$ cat src/hw/serial_io_port_map.vh
// Constants for the serially addressed 8-bit I/O port.
// Assumes inclusion by bare name from the design files; definitions only.
`ifndef SERIAL_IO_PORT_MAP_VH
`define SERIAL_IO_PORT_MAP_VH

// ============================================================
// Control byte field positions
`define CTL_IDENT1_BIT 7
`define CTL_IDENT0_BIT 6
`define CTL_WRITE_BIT 5
`define CTL_DIR_BIT 4
`define CTL_MODE_HI 3
`define CTL_MODE_LO 2
`define CTL_CMP_HI 1
`define CTL_CMP_LO 0

// ============================================================
// Write modes for the data byte
`define WMODE_LOAD 2'h0
`define WMODE_SET 2'h1
`define WMODE_CLR 2'h2

// ============================================================
// Compare conditions between data register and pins
`define CMP_EQUAL 2'h0
`define CMP_DIFFER 2'h1
`define CMP_ANY_HIGH 2'h2
`define CMP_NONE_HIGH 2'h3

// ============================================================
// Reset values
`define RST_DATA 8'h00
`define RST_DIR 8'h00
`define RST_CMP_SEL 2'h0
`define RST_SYNC 13'h0800

// ============================================================
// Bit counts within a transfer
`define FLAG_BIT_IDX 3'h2
`define ID_LAST_IDX 3'h1
`define BYTE_LAST_IDX 3'h7

// ============================================================
// Write command buffer shape
`define CMDQ_WIDTH 16
`define CMDQ_DEPTH 16
`define CMDQ_AW 4

`endif

$ cat src/hw/serial_io_port.v
// Serially addressed 8-bit I/O port, device side, behind its SPI pins.
// Assumes all serial and port pins are asynchronous to clock_i and that
// the serial clock is far slower than clock_i (several cycles per level).
`include "serial_io_port_map.vh"

module serial_io_port (
    input wire clock_i,             // 125 MHz system clock
    input wire rst_n_i,             // Synchronous reset, active low
    input wire sck_i,               // Serial clock pin
    input wire cs_n_i,              // Chip enable pin, active low
    input wire mosi_i,              // Serial data in pin
    output wire miso_o,             // Serial data out level
    output wire miso_oe_o,          // Serial data out enable
    input wire ident_pin_0_i,       // Ident strap bit 0
    input wire ident_pin_1_i,       // Ident strap bit 1
    input wire [7:0] port_pins_i,   // Port pin levels
    output wire [7:0] port_pins_o,  // Port pin drive levels
    output wire [7:0] port_pins_oe_o, // Port pin enables, high drives
    output wire compare_flag_o,     // Live compare result
    input wire apply_hold_i,        // Stalls application of writes
    output wire drop_o              // A write was lost to a full queue
);

    // ============================================================
    // Local state codes
    localparam ST_IDLE = 2'h0;
    localparam ST_CTRL = 2'h1;
    localparam ST_DATA = 2'h2;
    localparam ST_DONE = 2'h3;

    // ============================================================
    // Registers
    reg [12:0] meta_q;
    reg [12:0] sync_q;
    reg sck_prev_q;
    reg cs_prev_q;
    reg [1:0] state_q;
    reg [2:0] bit_cnt_q;
    reg cpol_q;
    reg flag_snap_q;
    reg [7:0] shift_in_q;
    reg [7:0] shift_out_q;
    reg [7:0] ctrl_q;
    reg miso_q;
    reg miso_oe_q;
    reg push_valid_q;
    reg [15:0] push_data_q;
    reg drop_q;
    reg [7:0] data_q;
    reg [7:0] dir_q;
    reg [1:0] cmp_sel_q;
    reg cmp_flag_q;

    wire sck_s;
    wire cs_s;
    wire mosi_s;
    wire [1:0] ident_s;
    wire [7:0] pins_s;
    wire sck_edge;
    wire lead_edge;
    wire trail_edge;
    wire cs_fall;
    wire [7:0] byte_in;
    wire fifo_in_ready;
    wire fifo_out_valid;
    wire [15:0] fifo_out_data;
    wire pop;
    wire [7:0] pop_ctrl;
    wire [7:0] pop_val;

    // ============================================================
    // Functions

    // Merge a data byte into a register by write mode
    function [7:0] apply_write;
        input [1:0] mode;
        input [7:0] old;
        input [7:0] val;
        begin
            case (mode)
                `WMODE_SET: apply_write = old | val;
                `WMODE_CLR: apply_write = old & ~val;
                default: apply_write = val;
            endcase
        end
    endfunction

    // Compare condition between data register and pins
    function cmp_eval;
        input [1:0] sel;
        input [7:0] dat;
        input [7:0] pins;
        begin
            case (sel)
                `CMP_EQUAL: cmp_eval = (dat == pins);
                `CMP_DIFFER: cmp_eval = (dat != pins);
                `CMP_ANY_HIGH: cmp_eval = ((dat & pins) != 8'h00);
                default: cmp_eval = ((dat & pins) == 8'h00);
            endcase
        end
    endfunction

    // Value returned for a read of either register
    function [7:0] read_value;
        input sel_dir;
        input [7:0] dir;
        input [7:0] dat;
        input [7:0] pins;
        begin
            if (sel_dir) begin
                read_value = dir;
            end else begin
                read_value = (dir & dat) | (~dir & pins);
            end
        end
    endfunction

    // ============================================================
    // Pin synchronisers: two flops before any logic looks
    always @(posedge clock_i) begin
        if (!rst_n_i) begin
            meta_q <= `RST_SYNC;
            sync_q <= `RST_SYNC;
        end else begin
            meta_q <= {sck_i, cs_n_i, mosi_i, ident_pin_1_i, ident_pin_0_i, port_pins_i};
            sync_q <= meta_q;
        end
    end

    assign sck_s = sync_q[12];
    assign cs_s = sync_q[11];
    assign mosi_s = sync_q[10];
    assign ident_s = sync_q[9:8];
    assign pins_s = sync_q[7:0];

    // Previous levels for edge finding, read from second flop only
    always @(posedge clock_i) begin
        if (!rst_n_i) begin
            sck_prev_q <= 1'b0;
            cs_prev_q <= 1'b1;
        end else begin
            sck_prev_q <= sck_s;
            cs_prev_q <= cs_s;
        end
    end

    // leading edge leaves idle, trailing returns
    assign sck_edge = sck_s ^ sck_prev_q;
    assign lead_edge = sck_edge & (sck_s != cpol_q);
    assign trail_edge = sck_edge & (sck_s == cpol_q);
    assign cs_fall = cs_prev_q & ~cs_s;
    assign byte_in = {shift_in_q[6:0], mosi_s};

    // ============================================================
    // Serial transfer engine
    always @(posedge clock_i) begin
        if (!rst_n_i) begin
            state_q <= ST_IDLE;
            bit_cnt_q <= 3'h0;
            cpol_q <= 1'b0;
            flag_snap_q <= 1'b0;
            shift_in_q <= 8'h00;
            shift_out_q <= 8'h00;
            ctrl_q <= 8'h00;
            miso_q <= 1'b0;
            miso_oe_q <= 1'b0;
            push_valid_q <= 1'b0;
            push_data_q <= 16'h0000;
            drop_q <= 1'b0;
        end else begin
            push_valid_q <= 1'b0;
            if (cs_s) begin
                state_q <= ST_IDLE;
                miso_oe_q <= 1'b0;
            end else if (cs_fall) begin
                cpol_q <= sck_s;
                flag_snap_q <= cmp_flag_q;
                bit_cnt_q <= 3'h0;
                state_q <= ST_CTRL;
                miso_oe_q <= 1'b0;
                drop_q <= 1'b0;
            end else begin
                case (state_q)
                    ST_CTRL: begin
                        if (lead_edge) begin
                            // flag out once ident is known good
                            if (bit_cnt_q == `FLAG_BIT_IDX) begin
                                miso_q <= flag_snap_q;
                                miso_oe_q <= 1'b1;
                            end else begin
                                miso_q <= 1'b0;
                            end
                        end
                        if (trail_edge) begin
                            shift_in_q <= byte_in;
                            bit_cnt_q <= bit_cnt_q + 3'h1;
                            if (bit_cnt_q == `ID_LAST_IDX && byte_in[1:0] != ident_s) begin
                                // mismatch, stay quiet to the end
                                state_q <= ST_DONE;
                            end
                            if (bit_cnt_q == `BYTE_LAST_IDX) begin
                                ctrl_q <= byte_in;
                                shift_out_q <= read_value(byte_in[`CTL_DIR_BIT], dir_q, data_q,
                                    pins_s);
                                state_q <= ST_DATA;
                            end
                        end
                    end
                    ST_DATA: begin
                        if (lead_edge) begin
                            miso_q <= shift_out_q[7];
                            shift_out_q <= {shift_out_q[6:0], 1'b0};
                        end
                        if (trail_edge) begin
                            shift_in_q <= byte_in;
                            bit_cnt_q <= bit_cnt_q + 3'h1;
                            if (bit_cnt_q == `BYTE_LAST_IDX) begin
                                state_q <= ST_DONE;
                                // Writes queue; a full queue loses this one
                                if (ctrl_q[`CTL_WRITE_BIT]) begin
                                    if (fifo_in_ready) begin
                                        push_valid_q <= 1'b1;
                                        push_data_q <= {ctrl_q, byte_in};
                                    end else begin
                                        drop_q <= 1'b1;
                                    end
                                end
                            end
                        end
                    end
                    ST_DONE: begin
                        // Extra clocks past the data byte do nothing
                        state_q <= ST_DONE;
                    end
                    default: begin
                        state_q <= ST_IDLE;
                    end
                endcase
            end
        end
    end

    // ============================================================
    // Write queue: decouples serial timing from register updates
    cmd_fifo #(
        .WIDTH(`CMDQ_WIDTH),
        .DEPTH(`CMDQ_DEPTH),
        .AW(`CMDQ_AW)
    ) u_cmd_fifo (
        .clock_i(clock_i),
        .rst_n_i(rst_n_i),
        .in_valid_i(push_valid_q),
        .in_ready_o(fifo_in_ready),
        .in_data_i(push_data_q),
        .out_valid_o(fifo_out_valid),
        .out_ready_i(~apply_hold_i),
        .out_data_o(fifo_out_data)
    );

    assign pop = fifo_out_valid & ~apply_hold_i;
    assign pop_ctrl = fifo_out_data[15:8];
    assign pop_val = fifo_out_data[7:0];

    // ============================================================
    // Register file; reads see queued writes only once applied
    always @(posedge clock_i) begin
        if (!rst_n_i) begin
            data_q <= `RST_DATA;
            dir_q <= `RST_DIR;
            cmp_sel_q <= `RST_CMP_SEL;
        end else if (pop) begin
            cmp_sel_q <= pop_ctrl[`CTL_CMP_HI:`CTL_CMP_LO];
            if (pop_ctrl[`CTL_DIR_BIT]) begin
                dir_q <= apply_write(pop_ctrl[`CTL_MODE_HI:`CTL_MODE_LO], dir_q, pop_val);
            end else begin
                // data byte loaded, or used as set or clear mask, by write mode
                data_q <= apply_write(pop_ctrl[`CTL_MODE_HI:`CTL_MODE_LO], data_q, pop_val);
            end
        end
    end

    always @(posedge clock_i) begin
        if (!rst_n_i) begin
            cmp_flag_q <= 1'b0;
        end else begin
            cmp_flag_q <= cmp_eval(cmp_sel_q, data_q, pins_s);
        end
    end

    // ============================================================
    // Outputs, all from flops
    assign miso_o = miso_q;
    assign miso_oe_o = miso_oe_q;
    assign port_pins_o = data_q;
    assign port_pins_oe_o = dir_q;
    assign compare_flag_o = cmp_flag_q;
    assign drop_o = drop_q;

endmodule // serial_io_port

$ cat src/hw/cmd_fifo.v
// Small synchronous FIFO with valid/ready on both sides.
// Assumes a single clock and a synchronous active-low reset.
module cmd_fifo #(
    parameter WIDTH = 16,
    parameter DEPTH = 16,
    parameter AW = 4
) (
    input wire clock_i,             // System clock
    input wire rst_n_i,             // Synchronous reset, active low
    input wire in_valid_i,          // Write request
    output wire in_ready_o,         // Space available
    input wire [WIDTH-1:0] in_data_i, // Write data
    output wire out_valid_o,        // Data available
    input wire out_ready_i,         // Reader takes a word
    output wire [WIDTH-1:0] out_data_o // Head word
);

    reg [WIDTH-1:0] mem_q [0:DEPTH-1];
    reg [AW:0] wr_ptr_q;
    reg [AW:0] rd_ptr_q;
    wire full;
    wire empty;
    wire do_wr;
    wire do_rd;

    // ============================================================
    // Status from pointer comparison; extra bit tells full from empty
    assign empty = (wr_ptr_q == rd_ptr_q);
    assign full = (wr_ptr_q[AW-1:0] == rd_ptr_q[AW-1:0]) && (wr_ptr_q[AW] != rd_ptr_q[AW]);
    assign in_ready_o = ~full;
    assign out_valid_o = ~empty;
    assign do_wr = in_valid_i & ~full;
    assign do_rd = out_ready_i & ~empty;
    assign out_data_o = mem_q[rd_ptr_q[AW-1:0]];

    // Storage has no reset; only valid words are ever read
    always @(posedge clock_i) begin
        if (do_wr) begin
            mem_q[wr_ptr_q[AW-1:0]] <= in_data_i;
        end
    end

    // Pointers
    always @(posedge clock_i) begin
        if (!rst_n_i) begin
            wr_ptr_q <= {(AW+1){1'b0}};
            rd_ptr_q <= {(AW+1){1'b0}};
        end else begin
            if (do_wr) begin
                wr_ptr_q <= wr_ptr_q + {{AW{1'b0}}, 1'b1};
            end
            if (do_rd) begin
                rd_ptr_q <= rd_ptr_q + {{AW{1'b0}}, 1'b1};
            end
        end
    end

endmodule // cmd_fifo

$ cat config.mk
export PLATFORM = sky130hd
export DESIGN_NAME = serial_io_port
export DESIGN_NICKNAME = d
export VERILOG_FILES = /design/src/hw/serial_io_port.v /design/src/hw/cmd_fifo.v
export VERILOG_INCLUDE_DIRS = /design/src /design/src/hw
export SDC_FILE = /design/constraint.sdc
export NUM_CORES = 1
export LEC_CHECK = 0
export ABC_CLOCK_PERIOD_IN_PS = 6800
export CELL_PAD_IN_SITES_DETAIL_PLACEMENT = 0
export CELL_PAD_IN_SITES_GLOBAL_PLACEMENT = 2
export CORE_AREA = 2 2 228 230
export CTS_BUF_LIST = sky130_fd_sc_hd__clkbuf_8
export CTS_CLUSTER_SIZE = 24
export DETAILED_ROUTE_END_ITERATION = 6
export DIE_AREA = 0 0 230 232
export DONT_BUFFER_PORTS = 1
export PLACE_DENSITY = 0.54
export SKIP_LAST_GASP = 1
export SYNTH_ARGS = -nofsm -noshare
export SYNTH_HDL_FRONTEND = slang
export SYNTH_SLANG_ARGS = --single-unit
$ cat constraint.sdc
create_clock -name clock_i -period 6.8 [get_ports clock_i]
set_clock_uncertainty 0.05 [all_clocks]
set_input_delay 0.34 -clock clock_i [delete_from_list [all_inputs] [get_ports clock_i]]
set_output_delay 0.34 -clock clock_i [all_outputs]
set_load 0.02 [all_outputs]
Word-level counts from Yosys, hierarchy flattened. Memories as Yosys holds them, arrays and structs flattened. A register that Yosys moved wholly into a read port is not among the register bits. Cells that the tools add are included.

Register bits: 107. Memory bits (writable): 256. Input bits: 16. Word-level logic and storage cells: 145. Memories kept: 1.

Memories: u_cmd_fifo.mem_q (words 16, bits a word 16, read ports 1, clocked after memory_dff 1, wr ports 1, line cmd_fifo.v:18) `reg [WIDTH-1:0] mem_q [0:DEPTH-1];`.

Add/subtract/negate cells: 3. Equality and inequality tests: 29. Mux-type cells: 33. Bitwise operators: 27. Reduce and logical (&&, ||, !) cells: 29.

Operators with widths (count): $pmux W8 S2 (3); $and A8 B8 Y8 (5); $mux W8 (4); $or A8 B8 Y8 (3); $not A8 Y8 (2); $reduce_bool A2 Y1 (7); $mux W1 (13); $ne A2 B2 Y1 const B (6); $ne A3 B3 Y1 const B (4); $reduce_and A4 Y1 (3); $reduce_and A6 Y1 (2); $not A1 Y1 (11); $add A5 B1 Y5 const B (2); $mux W2 (5); $reduce_and A5 Y1 (2); $mux W3 (3); $eq A2 B2 Y1 const B (4); $eq A8 B8 Y1 (1); $logic_not A8 Y1 (1); $mux W4 (2); $ne A8 B8 Y1 (1); $reduce_bool A8 Y1 (1); $reduce_and A7 Y1 (1); $reduce_or A7 Y1 (1); 22 further kinds (34).

Logic depth before layout (Yosys ltp). Gate-level depths: netlist of the first run.

Depth after elaboration: 8. Gate-level depth with buffers: 11. Depth with buffers taken out: 9.

Modules after synthesis. From an unflattened synthesis of the first run, not the netlist that was laid out.

Cells, all modules: 912. Area total of the unflattened synthesis: 14791.7 sq um.

By module, submodules not included: cmd_fifo (instances 1, cells an instance 461, area each 10652.7 sq um); serial_io_port (instances 1, cells an instance 451, area each 4139.0 sq um).

Worst setup path before layout of the first run. No wires, ideal clock.

Path type: reg2reg. From: register with a tool-made name. To: register data_q[6] (netlist: port_pins_o[6]). Setup time: 0.122 ns. Data arrival time: 3.425 ns. Slack: 3.203 ns. Stages on the path, launching flop included: 10. Path buffers: 2. Cell sequence: dfxtp_1 > clkbuf_1 > buf_1 > mux4_2 > mux4_2 > ha_1 > or2_2 > a221o_1 > nor3b_1 > a311o_1.

RTL lines: end signal, assigned (line serial_io_port.v:268) `` data_q <= `RST_DATA; ``; end signal, assigned (line serial_io_port.v:277) `` data_q <= apply_write(pop_ctrl[`CTL_MODE_HI:`CTL_MODE_LO], data_q, pop_val); ``; end, declared (line serial_io_port.v:49) `reg [7:0] data_q;`.

==> results of run 1 <==
[worst register-to-register path: stages, from the launching register on]
cell and delay, ns:
sky130_fd_sc_hd__dfxtp_2 0.62, sky130_fd_sc_hd__buf_4 0.44, sky130_fd_sc_hd__mux4_2 0.56, sky130_fd_sc_hd__mux4_2 0.51, sky130_fd_sc_hd__ha_1 0.34, sky130_fd_sc_hd__or2_2 0.30, sky130_fd_sc_hd__nand2_1 0.07, sky130_fd_sc_hd__a2111o_1 0.29
sky130_fd_sc_hd__and2b_1 0.23, sky130_fd_sc_hd__a311o_1 0.26
[state kept, by name (all words and copies together) (netlist names), 2 cells and up, named ones only]
| register | count |
|---|---|
| ctrl_q | 6 |
| u_cmd_fifo.mem_q | 208 |
| push_data_q | 13 |
| shift_in_q | 7 |
| shift_out_q | 8 |
| u_cmd_fifo.rd_ptr_q | 5 |
| bit_cnt_q | 3 |
| sync_q | 13 |
| meta_q | 13 |
| u_cmd_fifo.wr_ptr_q | 5 |
| cmp_sel_q | 2 |
| port_pins_oe_o | 8 |
| port_pins_o | 8 |
| state_q | 2 |
[layout make-up]
| cell class | count | area [µm²] |
|---|---|---|
| Antenna cell | 1 | 2.50 |
| Clock buffer | 62 | 853 |
| Clock inverter | 32 | 169 |
| Fill cell | 5130 | 36300 |
| Inverter | 22 | 82.6 |
| Multi-Input combinational cell | 449 | 3970 |
| Sequential cell | 314 | 8370 |
| Tap cell | 680 | 851 |
| Timing Repair Buffer | 31 | 290 |
[per-stage QoR]
stage / area (µm²) / std cells / utilization / total power, mW / setup slack (ns)
global placement: 13400 / 1477 / 0.263 / 2.09 / 2.97
finish: 14600 / 1591 / 0.287 / 3.68 / 3.03
CTS: 14600 / 1590 / 0.287 / 3.74 / 2.94
global route: 14600 / 1590 / 0.287 / 3.82 / 2.70
floorplan: 12600 / 822 / - / 2.08 / 3.20
detailed placement: 13400 / 1477 / 0.263 / 2.09 / 2.96
[cell usage after synthesis, drive strengths merged, types with 15 or more instances]
master	count
nand2	25
mux2i	39
a21oi	26
edfxtp	208
clkbuf	24
mux4	57
inv	22
o221ai	15
and2	29
nand2b	15
dfxtp	106
nand3	27
ha	23
nor2	68
[logic make-up after synthesis]
group	Yosys count	synth area share
compound gates	96	0.0530
xor+xnor	16	0.0112
fa+ha+maj	23	0.0229
buf+inv	59	0.0187
flops	314	0.666
mux	110	0.147
simple gates	204	0.0814
[power by group through the flow]
stage	Clock, mW	Sequential (mW)	Combinational, mW
after floorplan	0	2.06	0.0211
after global placement	0	2.06	0.0238
after detailed placement	0	2.06	0.0239
after CTS	1.68	2.02	0.0373
after global routing	1.76	2.02	0.0408
final	1.62	2.02	0.0365
[worst paths after layout]
kind	cells after the start	start	slack (ns)	to
max reg2reg	9	flip-flop	3.03	port_pins_o[6]
max	9	flip-flop	3.03	port_pins_o[6]
min reg2reg	1	meta_q[6]	0.38	sync_q[6]
min	3	apply_hold_i	0.08	cmp_sel_q[0]
[metal layers]
layer	share of wire	wire [µm]	track usage	up-vias
met5	0	0	0	-
met4	0.019	627	0.0345	0
met3	0.041	1320	0.0226	49
met2	0.48	15300	0.196	111
met1	0.46	14900	0.164	3558
li1	-	-	-	3265
==> results.cfg, run 1 <==
[cts]
clk_latency_ns = 0.61
cts.root.buffer_cell = sky130_fd_sc_hd__clkbuf_8
cts_max_path_buffers = 3
cts.repair_timing.setup_buffer_count = 0
clock_tree_from_tritoncts = yes
tritoncts_num_sinks = 314
cts_max_level = 2
post_cts_clock_slew_at_the_launch_and_capture_registers_of_the_worst_setup_and_hold_paths_ns = 0.06
cts_buffers = 53
cts.repair.resized = 0
postCtsHoldBufs = 19

[synth]
synthCells = 822
netlist.top_cell.by_area = sky130_fd_sc_hd__edfxtp_1
syn_area_per_cell_um2 = 15.3
yosysWarnings = 0
total_standard_cell_area_after_synthesis_um2 = 12600
netlist_top_cells_area = sky130_fd_sc_hd__edfxtp_1 50%, sky130_fd_sc_hd__dfxtp_1 17%, sky130_fd_sc_hd__mux4_2 9.7%
ys_seq_elements = 314
synth_seq_area_share = 0.666
synth_largest_type_area_fraction = 0.497
synth_nets = 861
ys.flop_type = sky130_fd_sc_hd__edfxtp_1
yosys.cell_types.count = 53
synth_edf_count = 208
async_set_reset_flop_share_out_of_synthesis = 0

[setup_path]
critPathSlowestCell = sky130_fd_sc_hd__dfxtp_2
worst-setup-path-type = flip-flop to flip-flop
cp-start-kind = flip-flop
worstPathRequired_ns = 7.23
timing.critical_path.buf_inv = 1
critical_path.endpoint_type = flip-flop
timing.critical_path.fanout_max = 21
cpLargestDelayFamily = multiplexers
timing.critical_path.cells = buf_4 -> mux4_2 -> mux4_2 -> ha_1 -> or2_2 -> nand2_1 -> a2111o_1 -> and2b_1 -> a311o_1
cp_data_arrival_time_ns = 4.20
critical-path-max-stage-delay_ns = 0.62
crit_top_cell = sky130_fd_sc_hd__mux4_2

[timing]
timing.final.hold_violations = 0
finalMaxSlewViolations = 0
final_min_period_over_clock_period = 0.554
final_period_minus_worst_setup_slack_ns = 3.77
rsz0062_at_grt = false
max_slew.worst_pin.slew_ns = 1.12
max_freq_mhz = 266
max_slew_margin = 0.252
whs_ns = 0.0782
setup_viol_count_final = 0
fin_setup_tns_ns = 0

[drt]
via_count = 6983
final_ant_viol_nets = 0
route.detailed.wl_per_inst_um = 20.2
drt_iter0_markers = 423
postRouteWirelength_um = 32200
route.detailed.vias_per_inst = 4.39
drt_pass1_iterations = 4
number_of_remaining_drc_errors = 0

[power_and_ir_drop]
power.ir.vdd_worst_mv = 0.105
power_frac_comb = 0.010
total_switching_power_mw = 0.785
pwr_density_cell_nw_per_um2 = 253
seqPwrFrac = 0.549
p_int_mw = 2.90
p_clk_frac = 0.441
sw_share = 0.213
power.static_leakage_nw = 4.80

[placed_design]
dp.final_hpwl_um = 19700
globalplace.congestion = 0.703
port_buffers = 0

[global_routing]
grt_antenna_before_repair = 0
grt_start_max_net_pins = 54
grt_use_total = 0.121
grt_remaining_overflow = 0
global_route_wire_length_before_repair_um = 48200
vias_in_the_first_global_route = 7154

[cells_and_area]
layout.cells.most_common_list = 208 x sky130_fd_sc_hd__edfxtp_1, 103 x sky130_fd_sc_hd__dfxtp_1, 68 x sky130_fd_sc_hd__nor2_1
final_common_cell = sky130_fd_sc_hd__edfxtp_1
drive_gt1_frac = 0.175
design.final.nets = 910
area_growth_syn_to_fin_pct = 16.1

[floorplanning]
die_area_um2 = 53400
boundaryPins = 36
chipHeight_um = 232
core.rowCount = 83
die_span_x_um = 230
core_area_um2 = 50900
initial_utilization = 0.247

[job]
cap_viol_max_count = 0

[worst_hold_path]
hp-class = input pin to flip-flop

[status]
run_status = complete, no violations
No activity file was read; power rests on OpenSTA's default activity.
==> inputs of run 2 (changes only) <==
--- a/config.mk
+++ b/config.mk
@@ -6,16 +6,17 @@
 export SDC_FILE = /design/constraint.sdc
 export NUM_CORES = 1
 export LEC_CHECK = 0
-export ABC_CLOCK_PERIOD_IN_PS = 6800
+export ABC_AREA = 1
+export ABC_CLOCK_PERIOD_IN_PS = 3600
 export CELL_PAD_IN_SITES_DETAIL_PLACEMENT = 0
 export CELL_PAD_IN_SITES_GLOBAL_PLACEMENT = 2
-export CORE_AREA = 2 2 228 230
+export CORE_AREA = 2 2 235 237
 export CTS_BUF_LIST = sky130_fd_sc_hd__clkbuf_8
 export CTS_CLUSTER_SIZE = 24
 export DETAILED_ROUTE_END_ITERATION = 6
-export DIE_AREA = 0 0 230 232
+export DIE_AREA = 0 0 237 239
 export DONT_BUFFER_PORTS = 1
-export PLACE_DENSITY = 0.54
+export PLACE_DENSITY = 0.6
 export SKIP_LAST_GASP = 1
 export SYNTH_ARGS = -nofsm -noshare
 export SYNTH_HDL_FRONTEND = slang
==> constraint.sdc (replaced) <==
create_clock -name clock_i -period 3.6 [get_ports clock_i]
set_clock_uncertainty 0.05 [all_clocks]
set_input_delay 0.18 -clock clock_i [delete_from_list [all_inputs] [get_ports clock_i]]
set_output_delay 0.18 -clock clock_i [all_outputs]
set_load 0.02 [all_outputs]
==> run 2 against run 1 <==
Net effect:
- hold slack improved by 0.076 ns
- wire length rose by 16%
- final area grew 6.6%
- non-clock buffer count up 23
- critical path depth up 3
- final cell count grew 41%
- sequential cell count stayed put
- worst setup slack worse by 2.3 ns
- die area is 6.2% higher
- first-iteration DRC count grew 21%
- total power rose by 100%
- global-route usage grew 1.2 points
- highest routed layer unchanged
==> results.cfg, run 2 <==
[global_routing]
grt_start_max_net_pins = 105
grt_remaining_overflow = 0
grt_use_total = 0.133
vias_in_the_first_global_route = 9468
global_route_wire_length_before_repair_um = 57100
grt_antenna_before_repair = 1

[synth]
yosysWarnings = 0
synthCells = 1442
synthMostInstantiatedCell = sky130_fd_sc_hd__nand2_1
ys.flop_type = sky130_fd_sc_hd__edfxtp_1
async_set_reset_flop_share_out_of_synthesis = 0
ys_seq_elements = 314
yosys.cell_types.count = 38
syn_area_per_cell_um2 = 9.30
synth_edf_count = 208
total_standard_cell_area_after_synthesis_um2 = 13400
synth_seq_area_share = 0.624
netlist.top_cell.by_area = sky130_fd_sc_hd__edfxtp_1
synth_largest_type_area_fraction = 0.466
netlist_top_cells_area = sky130_fd_sc_hd__edfxtp_1 47%, sky130_fd_sc_hd__dfxtp_1 16%, sky130_fd_sc_hd__nand2_1 11%
netlist_top_cells_count = 378 x sky130_fd_sc_hd__nand2_1, 208 x sky130_fd_sc_hd__edfxtp_1, 207 x sky130_fd_sc_hd__inv_1
synth_nets = 1481

[cells_and_area]
design.final.nets = 1532
final_common_cell = sky130_fd_sc_hd__nand2_1
area_growth_syn_to_fin_pct = 16.0
layout.cells.most_common_list = 378 x sky130_fd_sc_hd__nand2_1, 225 x sky130_fd_sc_hd__inv_1, 208 x sky130_fd_sc_hd__edfxtp_1
drive_gt1_frac = 0.0741
count_of_filler_cells_inserted_in_the_layout = 5737
footprint_of_the_multi_input_gates_um2 = 3970
area.sequential_um2 = 8370
final_core_util = 0.286
flip_flop_count_of_the_largest_register_all_copies_and_words_added = 208

[setup_path]
timing.critical_path.cells = buf_4 -> o21ai_0 -> o221ai_1 -> nand3_1 -> nand2_1 -> inv_1 -> ha_1 -> inv_1 -> nand2_1 -> nand2_1 -> nand2_1 -> a21oi_1
critical_path.endpoint_type = flip-flop
crit_top_cell = sky130_fd_sc_hd__nand2_1
cpLargestDelayFamily = buffers and inverters
regToRegEndpoint = port_pins_oe_o[0]
worst-setup-path-type = flip-flop to flip-flop
reg2regPathDepth = 12
rrSetupSlack_ns = 0.75
cp-start-kind = flip-flop
cp_num_cells = 12
cp_data_arrival_time_ns = 3.34
critPathSlowestCell = sky130_fd_sc_hd__buf_4
worstPathRequired_ns = 4.09
critical-path-max-stage-delay_ns = 0.57
timing.critical_path.buf_inv = 3
timing.critical_path.fanout_max = 56

[floorplanning]
boundaryPins = 36
core.rowCount = 86
core_area_um2 = 54300
initial_utilization = 0.247
chipHeight_um = 239
die_span_x_um = 237
die_area_um2 = 56600

[placed_design]
dp.final_hpwl_um = 22900
globalplace.congestion = 0.736
port_buffers = 0

[cts]
tritoncts_num_sinks = 314
cts_max_level = 2
post_cts_clock_slew_at_the_launch_and_capture_registers_of_the_worst_setup_and_hold_paths_ns = 0.06
clock_tree_from_tritoncts = yes
cts.repair.resized = 0
clk_latency_ns = 0.63
cts_max_path_buffers = 3
cts.root.buffer_cell = sky130_fd_sc_hd__clkbuf_8
cts_buffers = 56

[timing]
fin_setup_tns_ns = 0
max_freq_mhz = 351
final_min_period_over_clock_period = 0.792
max_slew.worst_pin.slew_ns = 0.870
finalMaxSlewViolations = 0
max_slew_margin = 0.419
rsz0062_at_grt = false
setup_viol_count_final = 0
final_period_minus_worst_setup_slack_ns = 2.85
timing.final.hold_violations = 0

[worst_hold_path]
whs_endpoint = meta_q[7]
hp-class = input pin to flip-flop
holdPathStages = 3
critical_hold_path_startpoint = rst_n_i

[power_and_ir_drop]
power_frac_comb = 0.074
p_total_mw = 7.47
power.static_leakage_nw = 6.52
seqPwrFrac = 0.521
p_int_mw = 5.53
pwr_density_cell_nw_per_um2 = 481
power.ir.vdd_worst_mv = 0.241
sw_share = 0.260
p_clk_frac = 0.405
total_switching_power_mw = 1.94

[drt]
final_ant_viol_nets = 0
drt_iter0_markers = 510
postRouteWirelength_um = 37400
route.detailed.vias_per_inst = 4.24
route.detailed.wl_per_inst_um = 16.7
via_count = 9519
drt_pass1_iterations = 5
number_of_remaining_drc_errors = 0

[job]
cap_viol_max_count = 0

[status]
run_status = complete, no violations
run 2: logic make-up after synthesis:
group / share of synthesized area
compound gates: 0.0616
flops: 0.624
fa+ha+maj: 0.0215
xor+xnor: 0.00588
buf+inv: 0.0793
simple gates: 0.207
run 2: power by group through the flow:
stage	clock network (mW)	registers [mW]	logic [mW]
floorplan	0	3.95	0.387
global placement	0	3.97	0.528
detailed placement	0	3.97	0.529
CTS	3.15	3.89	0.570
global route	3.30	3.89	0.641
finish	3.02	3.89	0.556
run 2: per-layer routing:
layer	vias to the layer above	track usage	wire length, µm
met5	-	0	0
met4	0	0.0460	797
met3	58	0.0242	1500
met2	143	0.209	16600
met1	4526	0.185	18500
li1	4792	-	-
run 2: layout make-up:
cell class                      count  area share
Clock buffer                       56      0.0496
Timing Repair Buffer               54      0.0332
Inverter                          214      0.0518
Multi-Input combinational cell    853       0.256
Antenna cell                        2    0.000322
Tap cell                          704      0.0567
Sequential cell                   314       0.539
Clock inverter                     47      0.0143
run 2: worst max path at each step:
stage                             end  slack [ns]
floorplan              port_pins_o[0]        1.11
CTS                 port_pins_oe_o[0]        0.70
global route           port_pins_o[7]        0.38
global placement       port_pins_o[3]        0.84
detailed placement     port_pins_o[3]        0.76
finish              port_pins_oe_o[0]        0.75
run 2: metrics by stage:
stage | worst slack (ns) | cell area (µm²) | hold slack [ns] | std cells
global route | 0.383 | 15500 | 0.126 | 2242
global placement | 0.836 | 14300 | 0.238 | 2112
detailed placement | 0.760 | 14300 | 0.240 | 2112
finish | 0.748 | 15500 | 0.154 | 2244
CTS | 0.703 | 15500 | 0.0883 | 2242
floorplan | 1.11 | 13400 | 0.228 | 1442
run 2: what timing repair did:
action / 4_1_cts / 5_1_grt
hold buffers: 27 / 0
setup buffers: 0 / 0
endpoints found under the hold margin: 106 / 0
run 2: worst reg2reg max path, cell delays in order (launching register included):
cell and delay (ns):
sky130_fd_sc_hd__dfxtp_2 0.33, sky130_fd_sc_hd__buf_4 0.57, sky130_fd_sc_hd__o21ai_0 0.22, sky130_fd_sc_hd__o221ai_1 0.23
sky130_fd_sc_hd__nand3_1 0.11, sky130_fd_sc_hd__nand2_1 0.13, sky130_fd_sc_hd__inv_1 0.06, sky130_fd_sc_hd__ha_1 0.30
sky130_fd_sc_hd__inv_1 0.40, sky130_fd_sc_hd__nand2_1 0.11, sky130_fd_sc_hd__nand2_1 0.09, sky130_fd_sc_hd__nand2_1 0.05
sky130_fd_sc_hd__a21oi_1 0.12
==> inputs of run 3 (changes only) <==
--- a/config.mk
+++ b/config.mk
@@ -6,17 +6,17 @@
 export SDC_FILE = /design/constraint.sdc
 export NUM_CORES = 1
 export LEC_CHECK = 0
-export ABC_AREA = 1
-export ABC_CLOCK_PERIOD_IN_PS = 3600
+export ABC_AREA = 0
+export ABC_CLOCK_PERIOD_IN_PS = 2400
 export CELL_PAD_IN_SITES_DETAIL_PLACEMENT = 0
 export CELL_PAD_IN_SITES_GLOBAL_PLACEMENT = 2
-export CORE_AREA = 2 2 235 237
+export CORE_AREA = 2 2 228 230
 export CTS_BUF_LIST = sky130_fd_sc_hd__clkbuf_8
 export CTS_CLUSTER_SIZE = 24
 export DETAILED_ROUTE_END_ITERATION = 6
-export DIE_AREA = 0 0 237 239
+export DIE_AREA = 0 0 230 232
 export DONT_BUFFER_PORTS = 1
-export PLACE_DENSITY = 0.6
+export PLACE_DENSITY = 0.56
 export SKIP_LAST_GASP = 1
 export SYNTH_ARGS = -nofsm -noshare
 export SYNTH_HDL_FRONTEND = slang
==> constraint.sdc (replaced) <==
create_clock -name clock_i -period 2.4 [get_ports clock_i]
set_clock_uncertainty 0.05 [all_clocks]
set_input_delay 0.12 -clock clock_i [delete_from_list [all_inputs] [get_ports clock_i]]
set_output_delay 0.12 -clock clock_i [all_outputs]
set_load 0.02 [all_outputs]
==> run 3 against run 2 <==
Net effect:
- the flow now finishes with violations (negative setup slack)
- register-to-register slack worse by 1.3 ns
- hold slack worse by 0.058 ns
- clock power up 58%
- first-iteration DRC count down 31%
- global-route usage down 1.1 points
- non-clock buffer count up 31
- critical path type unchanged
==> results.cfg, run 3 (synthesis gave the netlist of run 1 again) <==
[status]
run_status = finished, violations left
failed_checks = negative setup slack

[placed_design]
globalplace.congestion = 0.705
dp.final_hpwl_um = 20200
post_dp_cell_area_um2 = 14000
port_buffers = 0
dpl.cell_count = 1530

[setup_path]
worst-setup-path-type = flip-flop to flip-flop
cp_data_arrival_time_ns = 3.42
timing.critical_path.buf_inv = 1
critical_path.endpoint_type = flip-flop
timing.critical_path.fanout_max = 5
critical-path-max-stage-delay_ns = 0.57
cp_num_cells = 8
cpLargestDelayFamily = multiplexers
cp-start-kind = flip-flop
timing.critical_path.cells = clkbuf_16 -> mux4_2 -> mux4_2 -> ha_4 -> or2_4 -> a221o_1 -> nor3b_1 -> a311o_1
worstPathRequired_ns = 2.86
rrSetupSlack_ns = -0.56
worst_setup_path_endpoint = port_pins_o[6]
reg2regPathDepth = 8
crit_top_cell = sky130_fd_sc_hd__mux4_2
critPathSlowestCell = sky130_fd_sc_hd__mux4_2
regToRegEndpoint = port_pins_o[6]

[global_routing]
grt_remaining_overflow = 0
grt_use_total = 0.122
grt_antenna_before_repair = 0
vias_in_the_first_global_route = 7430
grt_start_max_net_pins = 50
global_route_wire_length_before_repair_um = 48200

[timing]
finalMaxSlewViolations = 0
setup_viol_count_final = 16
max_slew_margin = 0.528
final_min_period_over_clock_period = 1.23
final_period_minus_worst_setup_slack_ns = 2.96
rsz0062_at_grt = true
max_freq_mhz = 338
max_slew.worst_pin.slew_ns = 0.707
timing.final.hold_violations = 0
whs_ns = 0.0956
layout_setup_ws_ns = -0.561

[floorplanning]
die_span_x_um = 230
boundaryPins = 36
chipHeight_um = 232
core.rowCount = 83
core_area_um2 = 50900
die_area_um2 = 53400
initial_utilization = 0.247

[drt]
route.detailed.wl_per_inst_um = 19.4
route.detailed.vias_per_inst = 4.33
via_count = 7133
number_of_remaining_drc_errors = 0
drt_pass1_iterations = 4
final_ant_viol_nets = 0
postRouteWirelength_um = 32100
drt_iter0_markers = 352

[power_and_ir_drop]
power.ir.vdd_worst_mv = 0.394
power.static_leakage_nw = 5.24
pwr_density_cell_nw_per_um2 = 686

[cells_and_area]
layout.cells.most_common_list = 208 x sky130_fd_sc_hd__edfxtp_1, 103 x sky130_fd_sc_hd__dfxtp_1, 65 x sky130_fd_sc_hd__nor2_1
area_growth_syn_to_fin_pct = 23.3
flip_flop_count_of_the_largest_register_all_copies_and_words_added = 208
finalInstanceArea_um2 = 15500
final_common_cell = sky130_fd_sc_hd__edfxtp_1
drive_gt1_frac = 0.259
final_cell_count_no_fill = 1649
design.final.nets = 966
count_of_filler_cells_inserted_in_the_layout = 5072

[cts]
cts_buffers = 55
clk_latency_ns = 0.61
cts_max_level = 2
tritoncts_num_sinks = 314
cts_max_path_buffers = 3
clock_tree_from_tritoncts = yes
post_cts_clock_slew_at_the_launch_and_capture_registers_of_the_worst_setup_and_hold_paths_ns = 0.05
cts.root.buffer_cell = sky130_fd_sc_hd__clkbuf_8

[worst_hold_path]
holdPathStages = 2
hp-class = input pin to flip-flop

[job]
cap_viol_max_count = 0
==> run 3: changes by cell type in the layout (fill, tap and decap cells not counted), moves of 14 or more <==
cell / previous run / this run
sky130_fd_sc_hd__a21oi_1: 41 / 26
sky130_fd_sc_hd__and2_1: 1 / 29
sky130_fd_sc_hd__and3_1: 0 / 14
sky130_fd_sc_hd__buf_12: 2 / 16
sky130_fd_sc_hd__buf_4: 25 / 49
sky130_fd_sc_hd__inv_1: 225 / 38
sky130_fd_sc_hd__mux2_2: 0 / 14
sky130_fd_sc_hd__mux2i_1: 0 / 39
sky130_fd_sc_hd__mux4_2: 0 / 54
sky130_fd_sc_hd__nand2_1: 378 / 24
sky130_fd_sc_hd__nand3_1: 139 / 24
sky130_fd_sc_hd__nor2_1: 129 / 65
sky130_fd_sc_hd__o21ai_0: 87 / 13
==> run 3: worst min-delay path by stage <==
stage	startpoint	to	slack, ns
3_5_place_dp	rst_n_i	meta_q[11]	0.15
4_1_cts	cs_n_i	meta_q[11]	0.03
3_3_place_gp	rst_n_i	meta_q[11]	0.15
5_1_grt	cs_n_i	meta_q[11]	0.07
2_1_floorplan	cs_n_i	meta_q[11]	0.17
6_report	cs_n_i	meta_q[11]	0.1
==> run 3: final cells by class <==
type / count / area [µm²] / share of cell area
clock buffer: 60 / 826 / 0.0533
clock inverter: 38 / 243 / 0.0157
inverter: 22 / 82.6 / 0.00533
timing repair buffer: 85 / 908 / 0.0586
antenna: 1 / 2.50 / 0.000162
sequential: 314 / 8370 / 0.541
multi-input combinational: 449 / 4210 / 0.271
tap: 680 / 851 / 0.0549
==> run 3: per-layer routing <==
| layer | GRT usage | share of wire | wire, µm | vias up |
|---|---|---|---|---|
| met3 | 0.0204 | 0.031 | 1000 | 46 |
| met1 | 0.165 | 0.47 | 15000 | 3608 |
| met5 | 0 | 0 | 0 | - |
| met2 | 0.199 | 0.48 | 15400 | 97 |
| li1 | - | - | - | 3382 |
| met4 | 0.0397 | 0.021 | 677 | 0 |
==> run 3: per-stage QoR <==
stage	setup TNS, ns	worst slack [ns]	total power [mW]	utilization
2_1_floorplan	-6.13	-0.551	5.90	-
3_3_place_gp	-7.73	-0.565	5.92	0.274
3_5_place_dp	-8.23	-0.572	5.92	0.274
4_1_cts	-6.87	-0.554	10.8	0.300
5_1_grt	-9.72	-0.662	11.1	0.304
6_report	-7.91	-0.561	10.6	0.304
==> run 3: repair_timing <==
action	in CTS	in global routing
cloned	0	1
pin swaps	2	9
setup buffers	1	2
gates resized for setup	16	25
endpoints found under the hold margin	85	0
hold buffers	16	0
setup endpoints to repair	16	16
==> run 3: where the power goes <==
part           internal [mW]  switching, mW  total, mW
Sequential              5.72         0.0141       5.73
Combinational         0.0482         0.0601      0.108
Clock                   2.61           2.17       4.78
Total                   8.38           2.25       10.6
